**src/dsol_map.vh**
```
// constants for the drive status output block: register offsets, fields, codes, timing
// assumes a 32-bit classic wishbone slave with byte addresses, one word per register
`ifndef DSOL_MAP_VH
`define DSOL_MAP_VH

`define DSOL_REG_CTRL 8'h00
`define DSOL_REG_SLOT0 8'h04
`define DSOL_REG_SLOT4 8'h14
`define DSOL_REG_PERM 8'h18
`define DSOL_REG_PCT 8'h1c
`define DSOL_REG_DLY 8'h20
`define DSOL_REG_STAT 8'h24
`define DSOL_REG_IRQ_ST 8'h28
`define DSOL_REG_IRQ_MSK 8'h2c

`define DSOL_FN_OFF 4'h0
`define DSOL_FN_ALARM 4'h7
`define DSOL_FN_PREALARM 4'ha
`define DSOL_FN_WARN 4'hb
`define DSOL_FN_POSITION_COMMAND_DONE_OUT 4'hc

`define DSOL_LINK_232 2'h0
`define DSOL_LINK_422 2'h1
`define DSOL_LINK_485 2'h2

`define DSOL_DISP_NONE 8'h00
`define DSOL_DISP_FAULT 8'h06
`define DSOL_DISP_PREALERT 8'h17

`define DSOL_PERM_RST 16'h1f40
`define DSOL_PCT_RST 7'h64
`define DSOL_DLY_RST 16'h0000

// time base: 1 ms ticks at 20 MHz
`define DSOL_TICK_NS 1000000
`define DSOL_CLK_NS 50

`define DSOL_IRQ_PRE 0
`define DSOL_IRQ_FAULT 1
`define DSOL_IRQ_WARN 2
`define DSOL_IRQ_DONE 3

`endif

```
**src/dsol_status_out.v**
```verilog
// drive status output logic: overload pre-alarm and fault, warning, command done, slot mux
// assumes monitor inputs synchronous to clk_i and a classic wishbone master
`timescale 1ns/1ns
`include "dsol_map.vh"

module dsol_status_out #(
  parameter SLOTS = 5,
  parameter TICK_CYCLES = `DSOL_TICK_NS / `DSOL_CLK_NS
) (
  // clock and reset
  input wire clk_i,
  input wire rst_i,
  // wishbone slave
  input wire wb_cyc_i,
  input wire wb_stb_i,
  input wire wb_we_i,
  input wire [7:0] wb_adr_i,
  input wire [3:0] wb_sel_i,
  input wire [31:0] wb_dat_i,
  output reg [31:0] wb_dat_o,
  output reg wb_ack_o,
  output wire wb_err_o,
  // drive monitors
  input wire overload_i,
  input wire rev_limit_err_i,
  input wire fwd_limit_err_i,
  input wire estop_i,
  input wire serial_err_i,
  input wire undervolt_i,
  input wire other_fault_i,
  input wire pos_cmd_end_i,
  // status outputs
  output reg [SLOTS-1:0] slot_out_o,
  output reg overload_prealarm_out_o,
  output reg servo_fault_out_o,
  output reg [7:0] display_code_o,
  output reg [2:0] link_enable_o,
  output wire irq_o
);

  // counter width follows the tick period, so another clock rate needs no edit
  function integer cnt_width;
    input integer n;
    integer v;
    begin
      cnt_width = 1;
      for (v = 2; v < n; v = v * 2) begin
        cnt_width = cnt_width + 1;
      end
    end
  endfunction

  localparam TICK_W = cnt_width(TICK_CYCLES);
  localparam DONE_IDLE = 2'h0;
  localparam DONE_WAIT = 2'h1;
  localparam DONE_SET = 2'h2;

  reg [3:0] slot_fn [0:SLOTS-1];
  reg [15:0] perm_time;
  reg [6:0] overload_percentage_setting;
  reg [15:0] command_done_delay_setting;
  reg [1:0] link_mode_select;
  reg [3:0] irq_st;
  reg [3:0] irq_msk;

  reg [TICK_W-1:0] tick_cnt;
  reg [15:0] ovl_ms;
  reg [15:0] dly_ms;
  reg pre_hit;
  reg fault_hit;
  reg overload_fault_code;
  reg warn_out;
  reg warn_seen;
  reg done_out;
  reg [1:0] done_state;
  reg [3:0] prev_ev;
  reg [31:0] next_dat_o;

  wire tick;
  wire [22:0] ovl_scaled;
  wire [22:0] thr_scaled;
  wire warn_cond;
  wire [3:0] ev;
  wire [3:0] ev_rise;
  wire wb_req;
  wire [3:0] wr_clr;
  wire wb_wr;
  wire wb_rd;
  wire [SLOTS-1:0] next_slot;
  integer k;

  function integer slot_index;
    input [7:0] adr;
    begin
      slot_index = (adr - `DSOL_REG_SLOT0) >> 2;
    end
  endfunction

  function slot_hit;
    input [7:0] adr;
    begin
      slot_hit = (adr >= `DSOL_REG_SLOT0) && (adr <= `DSOL_REG_SLOT4) &&
                 (adr[1:0] == 2'b00) && (slot_index(adr) < SLOTS);
    end
  endfunction

  // one slot's level for its function code; unknown codes stay off
  function slot_source;
    input [3:0] fn;
    input alarm;
    input prealarm;
    input warn;
    input done;
    begin
      case (fn)
        `DSOL_FN_OFF: slot_source = 1'b0;
        `DSOL_FN_ALARM: slot_source = alarm;
        `DSOL_FN_PREALARM: slot_source = prealarm;
        `DSOL_FN_WARN: slot_source = warn;
        `DSOL_FN_POSITION_COMMAND_DONE_OUT: slot_source = done;
        default: slot_source = 1'b0;
      endcase
    end
  endfunction

  function [2:0] link_onehot;
    input [1:0] mode;
    begin
      case (mode)
        `DSOL_LINK_422: link_onehot = 3'b010;
        `DSOL_LINK_485: link_onehot = 3'b100;
        default: link_onehot = 3'b001;
      endcase
    end
  endfunction

  assign tick = (tick_cnt == TICK_CYCLES - 1);
  // compare ovl*100 against perm*pct to avoid a divider
  assign ovl_scaled = ovl_ms * 7'd100;
  assign thr_scaled = perm_time * overload_percentage_setting;
  assign warn_cond = rev_limit_err_i | fwd_limit_err_i | estop_i | serial_err_i |
                     undervolt_i;
  assign wb_req = wb_cyc_i & wb_stb_i & ~wb_ack_o;
  assign wb_wr = wb_req & wb_we_i;
  assign wb_rd = wb_req & ~wb_we_i;
  assign wb_err_o = 1'b0;
  assign ev = {done_out, warn_out, servo_fault_out_o, overload_prealarm_out_o};
  assign ev_rise = ev & ~prev_ev;
  assign wr_clr = (wb_req && wb_we_i && wb_adr_i == `DSOL_REG_IRQ_ST && wb_sel_i[0]) ?
                  wb_dat_i[3:0] : 4'h0;
  assign irq_o = |(irq_st & irq_msk);

  // millisecond tick
  always @(posedge clk_i) begin
    if (rst_i || tick) begin
      tick_cnt <= {TICK_W{1'b0}};
    end else begin
      tick_cnt <= tick_cnt + 1'b1;
    end
  end

  // overload accumulation
  always @(posedge clk_i) begin
    if (rst_i || !overload_i) begin
      ovl_ms <= 16'h0000;
      pre_hit <= 1'b0;
      fault_hit <= 1'b0;
    end else begin
      if (tick && ovl_ms != 16'hffff) begin
        ovl_ms <= ovl_ms + 16'h0001;
      end
      pre_hit <= (ovl_scaled > thr_scaled);
      fault_hit <= (ovl_ms > perm_time);
    end
  end

  // fault latches until reset; pre-alarm follows the overload interval
  always @(posedge clk_i) begin
    if (rst_i) begin
      overload_fault_code <= 1'b0;
      overload_prealarm_out_o <= 1'b0;
      servo_fault_out_o <= 1'b0;
      warn_out <= 1'b0;
      warn_seen <= 1'b0;
      display_code_o <= `DSOL_DISP_NONE;
    end else begin
      overload_prealarm_out_o <= pre_hit;
      if (fault_hit) begin
        overload_fault_code <= 1'b1;
      end
      warn_out <= warn_cond;
      warn_seen <= warn_cond;
      // alarm only after warning has been shown for a cycle
      servo_fault_out_o <= overload_fault_code | fault_hit | other_fault_i |
                           (warn_cond & warn_seen);
      if (overload_fault_code || fault_hit) begin
        display_code_o <= `DSOL_DISP_FAULT;
      end else if (pre_hit) begin
        display_code_o <= `DSOL_DISP_PREALERT;
      end else begin
        display_code_o <= `DSOL_DISP_NONE;
      end
    end
  end

  // command done: wait for the end of the position command, then count the delay
  always @(posedge clk_i) begin
    if (rst_i) begin
      done_state <= DONE_IDLE;
      dly_ms <= 16'h0000;
      done_out <= 1'b0;
    end else begin
      case (done_state)
        DONE_IDLE: begin
          dly_ms <= 16'h0000;
          done_out <= 1'b0;
          if (pos_cmd_end_i) begin
            done_state <= DONE_WAIT;
          end
        end
        DONE_WAIT: begin
          if (!pos_cmd_end_i) begin
            done_state <= DONE_IDLE;
          end else if (dly_ms >= command_done_delay_setting) begin
            done_out <= 1'b1;
            done_state <= DONE_SET;
          end else if (tick) begin
            dly_ms <= dly_ms + 16'h0001;
          end
        end
        DONE_SET: begin
          if (!pos_cmd_end_i) begin
            done_out <= 1'b0;
            done_state <= DONE_IDLE;
          end
        end
        default: begin
          done_out <= 1'b0;
          done_state <= DONE_IDLE;
        end
      endcase
    end
  end

  // slot multiplexer; one register stage for all slots
  genvar g;
  generate
    for (g = 0; g < SLOTS; g = g + 1) begin : g_slot
      assign next_slot[g] = slot_source(slot_fn[g], servo_fault_out_o,
                                        overload_prealarm_out_o, warn_out, done_out);
    end
  endgenerate

  always @(posedge clk_i) begin
    if (rst_i) begin
      slot_out_o <= {SLOTS{1'b0}};
    end else begin
      slot_out_o <= next_slot;
    end
  end

  // link mode one-hot
  always @(posedge clk_i) begin
    if (rst_i) begin
      link_enable_o <= 3'b001;
    end else begin
      link_enable_o <= link_onehot(link_mode_select);
    end
  end

  // interrupt status: set wins over clear
  always @(posedge clk_i) begin
    if (rst_i) begin
      irq_st <= 4'h0;
      prev_ev <= 4'h0;
    end else begin
      prev_ev <= ev;
      irq_st <= (irq_st & ~wr_clr) | ev_rise;
    end
  end

  // wishbone register file, one-cycle ack
  always @(posedge clk_i) begin
    if (rst_i) begin
      wb_ack_o <= 1'b0;
      wb_dat_o <= 32'h00000000;
      perm_time <= `DSOL_PERM_RST;
      overload_percentage_setting <= `DSOL_PCT_RST;
      command_done_delay_setting <= `DSOL_DLY_RST;
      link_mode_select <= `DSOL_LINK_232;
      irq_msk <= 4'h0;
      for (k = 0; k < SLOTS; k = k + 1) begin
        slot_fn[k] <= `DSOL_FN_OFF;
      end
    end else begin
      wb_ack_o <= wb_req;
      wb_dat_o <= next_dat_o;
      if (wb_wr) begin
        if (slot_hit(wb_adr_i) && wb_sel_i[0]) begin
          slot_fn[slot_index(wb_adr_i)] <= wb_dat_i[3:0];
        end
        case (wb_adr_i)
          `DSOL_REG_CTRL: begin
            // out-of-range mode stays on the previous link
            if (wb_sel_i[0] && wb_dat_i[1:0] != 2'h3) begin
              link_mode_select <= wb_dat_i[1:0];
            end
          end
          `DSOL_REG_PERM: begin
            if (wb_sel_i[0]) perm_time[7:0] <= wb_dat_i[7:0];
            if (wb_sel_i[1]) perm_time[15:8] <= wb_dat_i[15:8];
          end
          `DSOL_REG_PCT: begin
            if (wb_sel_i[0]) overload_percentage_setting <= wb_dat_i[6:0];
          end
          `DSOL_REG_DLY: begin
            if (wb_sel_i[0]) command_done_delay_setting[7:0] <= wb_dat_i[7:0];
            if (wb_sel_i[1]) command_done_delay_setting[15:8] <= wb_dat_i[15:8];
          end
          `DSOL_REG_IRQ_MSK: begin
            if (wb_sel_i[0]) irq_msk <= wb_dat_i[3:0];
          end
          default: begin
          end
        endcase
      end
    end
  end

  // read mux; zero outside a read keeps the data lines quiet between acks
  always @* begin
    next_dat_o = 32'h00000000;
    if (wb_rd) begin
      if (slot_hit(wb_adr_i)) begin
        next_dat_o = {28'h0000000, slot_fn[slot_index(wb_adr_i)]};
      end
      case (wb_adr_i)
        `DSOL_REG_CTRL: next_dat_o = {29'h0, link_enable_o[2:1] != 2'b00,
                                      link_mode_select};
        `DSOL_REG_PERM: next_dat_o = {16'h0000, perm_time};
        `DSOL_REG_PCT: next_dat_o = {25'h0, overload_percentage_setting};
        `DSOL_REG_DLY: next_dat_o = {16'h0000, command_done_delay_setting};
        `DSOL_REG_STAT: next_dat_o = {16'h0000, display_code_o, 3'h0,
                                      overload_fault_code, ev};
        `DSOL_REG_IRQ_ST: next_dat_o = {28'h0000000, irq_st};
        `DSOL_REG_IRQ_MSK: next_dat_o = {28'h0000000, irq_msk};
        default: begin
        end
      endcase
    end
  end

endmodule

```
**config.mk**
```make
export PLATFORM = sky130hd
export DESIGN_NAME = dsol_status_out
export DESIGN_NICKNAME = d
export VERILOG_FILES = /design/src/dsol_status_out.v
export VERILOG_INCLUDE_DIRS = /design/src
export SDC_FILE = /design/constraint.sdc
export NUM_CORES = 1
export LEC_CHECK = 0
export BUFFER_PORTS_ARGS = -buffer_cell sky130_fd_sc_hd__buf_4
export CORE_UTILIZATION = 65
export DETAILED_ROUTE_END_ITERATION = 6
export GPL_TIMING_DRIVEN = 0
export HOLD_SLACK_MARGIN = 0.12
export PLACE_DENSITY = 0.83
export SLEW_MARGIN = 20
export SYNTH_ARGS = -nofsm -noshare
export SYNTH_HDL_FRONTEND = slang
export SYNTH_SLANG_ARGS = --single-unit
```
**constraint.sdc**
```tcl
create_clock -name clk_i -period 17.3 [get_ports clk_i]
set_input_delay 0.865 -clock clk_i [delete_from_list [all_inputs] [get_ports clk_i]]
set_output_delay 0.865 -clock clk_i [all_outputs]
set_load 0.02 [all_outputs]
```
==> Word level (Yosys, flattened, before mapping) <==
Memories as Yosys holds them, arrays and structs flattened.
Index checks and enable logic that the tools add are counted.
{ "word_totals": {"input_bits": 57, "n_memories": 1, "elab_cells": 165, "out_inout_bits": 53, "ramBits": 20, "reg_bits": 155} }
{ "memory_table": {"columns": ["name", "depth", "word_bits", "rd", "rd_clocked_by_memory_dff", "write_ports", "line_no", "rtl"], "rows": [
  ["slot_fn", 5, 4, 6, 0, 5, "dsol_status_out.v:58", "reg [3:0] slot_fn [0:SLOTS-1];"]
]} }
{ "op_classes": {"addsub": 4, "n_lt_le_gt_ge": 6, "bitwise": 21, "n_eq_ne": 40, "mux": 33, "n_mul": 2, "n_reduce_logical": 32} }
{ "op_table": {"columns": ["op", "n"], "rows": [
  ["$pmux W16 S7", 1],
  ["$eq A4 B4 Y1 const B", 15],
  ["$mux W16", 3],
  ["$add A16 B1 Y16 const B", 2],
  ["$eq A8 B6 Y1 const B", 4],
  ["$pmux W16 S2", 1],
  ["$lt A30 B3 Y1 const B", 1],
  ["$reduce_and A3 Y1", 9],
  ["$gt A23 B23 Y1", 1],
  ["$mul A16 B7 Y23", 1],
  ["$mul A16 B5 Y21 const B", 1],
  ["$eq A4 B3 Y1 const B", 5],
  ["$pmux W1 S4", 5],
  ["$eq A8 B5 Y1 const B", 2],
  ["$ge A16 B16 Y1", 1],
  ["$gt A16 B16 Y1", 1],
  ["$ne A16 B16 Y1 const B", 1],
  ["$add A15 B1 Y15 const B", 1],
  ["$eq A15 B15 Y1 const B", 1],
  ["$ne A2 B2 Y1 const B", 7],
  ["$and A4 B4 Y4", 3],
  ["$mux W4", 3],
  ["$mux W1", 10],
  ["$logic_and A1 B1 Y1", 9],
  ["25 further kinds", 50]
]} }

==> Depth between registers and ports, before layout <==
{ "depth": {"word_depth": 11, "ltp_mapped": 27, "mapped_depth_nobuf": 26} }

==> Least setup slack after synthesis <==
No wires, ideal clock.
{ "synth_timing": {"path_type": "register to register", "from": "register overload_percentage_setting[6]", "to": "register pre_hit", "t_arrival_ps": 5753, "n_path_buf": 1, "synth_period_minus_slack_ps": 5873, "required_time_ps": 17180, "path_slack_ps": 11427, "path_stages_with_launch": 26, "setup_ps": 120, "path_cell_list": "dfxtp_1 -> clkbuf_1 -> nand2_1 -> fa_1 -> fa_1 -> inv_1 -> fa_1 -> inv_1 -> fa_1 -> inv_1 -> ha_1 -> or4_1 -> o211ai_1 -> o21ai_1 -> a21oi_1 -> o21bai_1 -> a21oi_1 -> xor2_1 -> ha_1 -> a21o_1 -> a21o_1 -> a21oi_1 -> nor2b_1 -> o21ai_0 -> a21oi_1 -> o31a_1"} }
{ "synth_between": {"elab_chain_cells": 2} }
{ "synth_rtl": {"columns": ["element", "line_no", "rtl"], "rows": [
  ["start, declared", "dsol_status_out.v:60", "reg [6:0] overload_percentage_setting;"],
  ["start signal, assigned", "dsol_status_out.v:288", "overload_percentage_setting <= `DSOL_PCT_RST;"],
  ["start signal, assigned", "dsol_status_out.v:314", "if (wb_sel_i[0]) overload_percentage_setting <= wb_dat_i[6:0];"],
  ["$mul A16 B7 Y23", "dsol_status_out.v:140", "assign thr_scaled = perm_time * overload_percentage_setting;"],
  ["$gt A23 B23 Y1", "dsol_status_out.v:172", "pre_hit <= (ovl_scaled > thr_scaled);"],
  ["end signal, assigned", "dsol_status_out.v:172", null],
  ["end, declared", "dsol_status_out.v:69", "reg pre_hit;"]
]} }
Every way passes these cells.
A chain may end at the register's enable or synchronous reset.

==> Final worst setup path <==
Ends and elaborated chain as after synthesis.

==> out/qor.csv <==
stage,metric,value,unit
outcome,status,"complete, no violations",
yosys,Mapped Cells,1510,
cts,Max clock buf depth,2,
critical_path,crit start category,flop,
sta,max_slew headroom,46.54,%
yosys,Yosys reg bits,168,
cts,H-tree Lvls,4,
cts,"Clk Latency, worst-skew pair",0.43,ns
yosys,sequential area share after synthesis,27.10,%
final_layout,utilization after layout,74.32,%
grt,initial antenna violation count,0,
yosys,post-synth top area cell,dfxtp_1,
critical_path,Reg2Reg Launch Point,overload_percentage_setting[6]$_SDFFE_PP1P_,
final_layout,area delta synth->final,11.34,%
pwr,Worst VDD drop,0.06816,mV
placed_design,placed wire-length estimate,25.48,mm
floorplan,DIE AREA,21500,µm²
critical_path,crit-path max cell delay,0.56,ns
routing,post-route ant nets,0,
pwr,P per Cell Area,57.29,nW/µm²
cts,Clk Tree Root Cell,clkbuf_16,
cts,setup bufs post-CTS,0,
yosys,number of flops mapped to enable cells by yosys,32,
routing,Residual DRC,0,
grt,first-pass GRT wire length,53.56,mm
sta,unrepaired setup endpoints after global routing,no,
yosys,Synth Warn #,0,
critical_path,Crit. End Element,flop,
yosys,most numerous cell in the Yosys netlist,inv_1,
sta,Setup Viol. Count Final,0,
grt,GRT overflow,0,
final_layout,n_diodes,0,
sta,final setup TNS,0,ns
critical_path,critical path required time,17.63,ns
cts,total clock buffers created by CTS,17,
floorplan,Die Y,146.6,µm
yosys,Post-synth ARST share,0,%
hold_path,Hold Crit Class,reg2reg,
yosys,syn avg cell area,9.003,µm²
floorplan,I/O pins,110,
cts,# clock sinks,168,
routing,initial DRC count,848,
placed_design,dpl ws,10.56,ns
floorplan,initial core utilization,66.75,%
floorplan,# rows,52,
yosys,Syn Std Cell Area,13590,µm²
critical_path,crit-path leading delay family,adder cells,
sta,Final period util,39.62,%
yosys,synth top area cells,"dfxtp_1 20%, ha_1 14%, fa_1 12%",
sta,Fmax,145.9,MHz
floorplan,die width,146.6,µm
placed_design,RD Place Congestion,0.9046,
sta,final setup margin,10.45,ns
cts,# hold bufs at CTS,0,
critical_path,CP Launch Point,overload_percentage_setting[6]$_SDFFE_PP1P_,
critical_path,largest fanout on the critical path,10,
critical_path,"slowest stage cell, crit path",fa_1,
critical_path,CP Buf/Inv Count,4,
floorplan,core area,20360,µm²
critical_path,cell mode on critical path,fa_1,
sta,Fin. Hold Viols,0,
routing,DR WL/cell,17.44,µm
critical_path,Crit Path Class,reg2reg,
cts,"Reg clk slew, reported paths",0.07,ns
routing,TritonRoute pass-1 iters,7,
routing,Via-to-Cell Ratio,5.898,
cts,CTS resizes,0,
routing,total number of vias,11210,
final_layout,nets,1912,
yosys,"Top FF cell, synth",dfxtp_1,
yosys,Yosys cell types,67,
grt,GR Util All Layers,31.35,%
sta,Slew Limit Fails,0,
sta,Clock Skew,0.008975,ns
critical_path,crit path DAT,7.18,ns
sta,worst-margin pin slew,0.7817,ns
critical_path,CP Cell Sequence,clkbuf_1 > nand2_1 > fa_1 > fa_1 > inv_1 > fa_1 > inv_1 > fa_1 > inv_1 > ha_1 > nor4_1 > o21a_1 > nor2_1 > a221o_1 > a41oi_1 > o22ai_1 > mux2i_1 > a2111oi_1 > ha_1 > nand4_1 > nor2_1 > a41oi_1 > o31a_1,
sta,WHS,0.4624,ns
flow_run,Max Cap Viol,0,
sta,minimum clock period after layout,6.854,ns
grt,largest net degree at the start of global routing,17,
final_layout,share of cells above drive strength 1,9.810,%
cts,CTS tree,built,
yosys,most common library cells after synthesis,"176 x inv_1, 157 x ha_1, 149 x nor2_1",
routing,final wirelength,33.16,mm
pwr,Static Leak,6.916,nW
hold_path,worst hold start,tick_cnt[0]$_SDFF_PP0_,
placed_design,I/O Buffers,69,
grt,vias in the first global route,10930,
yosys,top-area cell type share of the netlist area,20.03,%
[power breakdown]
group	switching [mW]	internal (mW)	total (mW)
registers	0.00441	0.402	0.406
logic	0.0321	0.0212	0.0533
clock network	0.177	0.231	0.407
[final timing paths]
check                           endpoint  slack (ns)  cells past startpoint
setup reg to reg      pre_hit$_SDFF_PP0_       10.45                     23
hold / removal    tick_cnt[0]$_SDFF_PP0_        0.46                      1
hold reg to reg   tick_cnt[0]$_SDFF_PP0_        0.46                      1
setup / recovery      pre_hit$_SDFF_PP0_       10.45                     23
[metrics by stage]
stage	instances	power [mW]	area, µm²
2_1_floorplan	1530	0.4467	13670
3_3_place_gp	1869	0.4655	14530
3_5_place_dp	1869	0.4670	14530
4_1_cts	1901	0.8666	15140
5_1_grt	1901	0.8860	15140
6_report	1901	0.8672	15140
[per-layer routing]
| layer | vias to the layer above | GRT usage (%) | share of wire [%] | routed length [µm] |
|---|---|---|---|---|
| met3 | 74 | 4.500 | 7.3 | 2412 |
| met2 | 446 | 51.85 | 48 | 15860 |
| li1 | 5267 | - | - | - |
| met4 | 0 | 11.56 | 2.9 | 977 |
| met5 | - | 0 | 0 | 0 |
| met1 | 5426 | 41.67 | 42 | 13910 |
[cell families (layout without fill, tap and decap cells)]
logic type / count (synthesis) / count (layout) / share of synthesized area, %
AO/OA/AOI/OAI: 238 / 238 / 11.69
XOR/XNOR: 72 / 72 / 4.639
adder cells (fa/ha/maj): 237 / 237 / 26.23
buffers and inverters: 257 / 358 / 7.860
flip-flops: 168 / 168 / 27.10
multiplexers: 51 / 51 / 4.510
other: 1 / 21 / 0.02759
AND/OR/NAND/NOR: 486 / 486 / 17.95
[worst register-to-register path, delay by kind of cell, from the launching register on]
kind            cells  cell delay [ns]
fa+ha+maj           6             2.64
simple gates        5             0.88
flops               1             0.54
mux                 1             0.14
compound gates      7             1.98
buf+inv             4             0.57
[flip-flops by register name, indices dropped and copies added, names as in the netlist, 5 cells and up]
register                     count
slot_fn                         32
command_done_delay_setting      16
dly_ms                          16
ovl_ms                          16
perm_time                       16
wb_dat_o                        16
tick_cnt                        15
overload_percentage_setting      7
slot_out_o                       5
[placed cells by master, fill, tap and decap left out, types with 32 or more instances in the layout]
cell type / instances
ha_1: 157
buf_4: 93
a21oi_1: 66
nand2_1: 92
dfxtp_1: 136
mux2i_1: 41
fa_1: 80
xor2_1: 41
edfxtp_1: 32
clkbuf_1: 44
o21ai_0: 43
nor2_1: 149
and2_1: 104
inv_1: 176
[final cells by class]
class | count | area [µm²]
plain buffers | 80 | 404.1
inverters | 177 | 664.4
well taps | 270 | 337.8
clock buffers | 17 | 425.4
flip-flops and latches | 168 | 3684
multi-input cells | 1105 | 8917
fillers | 1488 | 5229
repair buffers | 69 | 518.0
clock inverters | 15 | 185.2
Note: power is estimated with default switching activity, not from simulation.
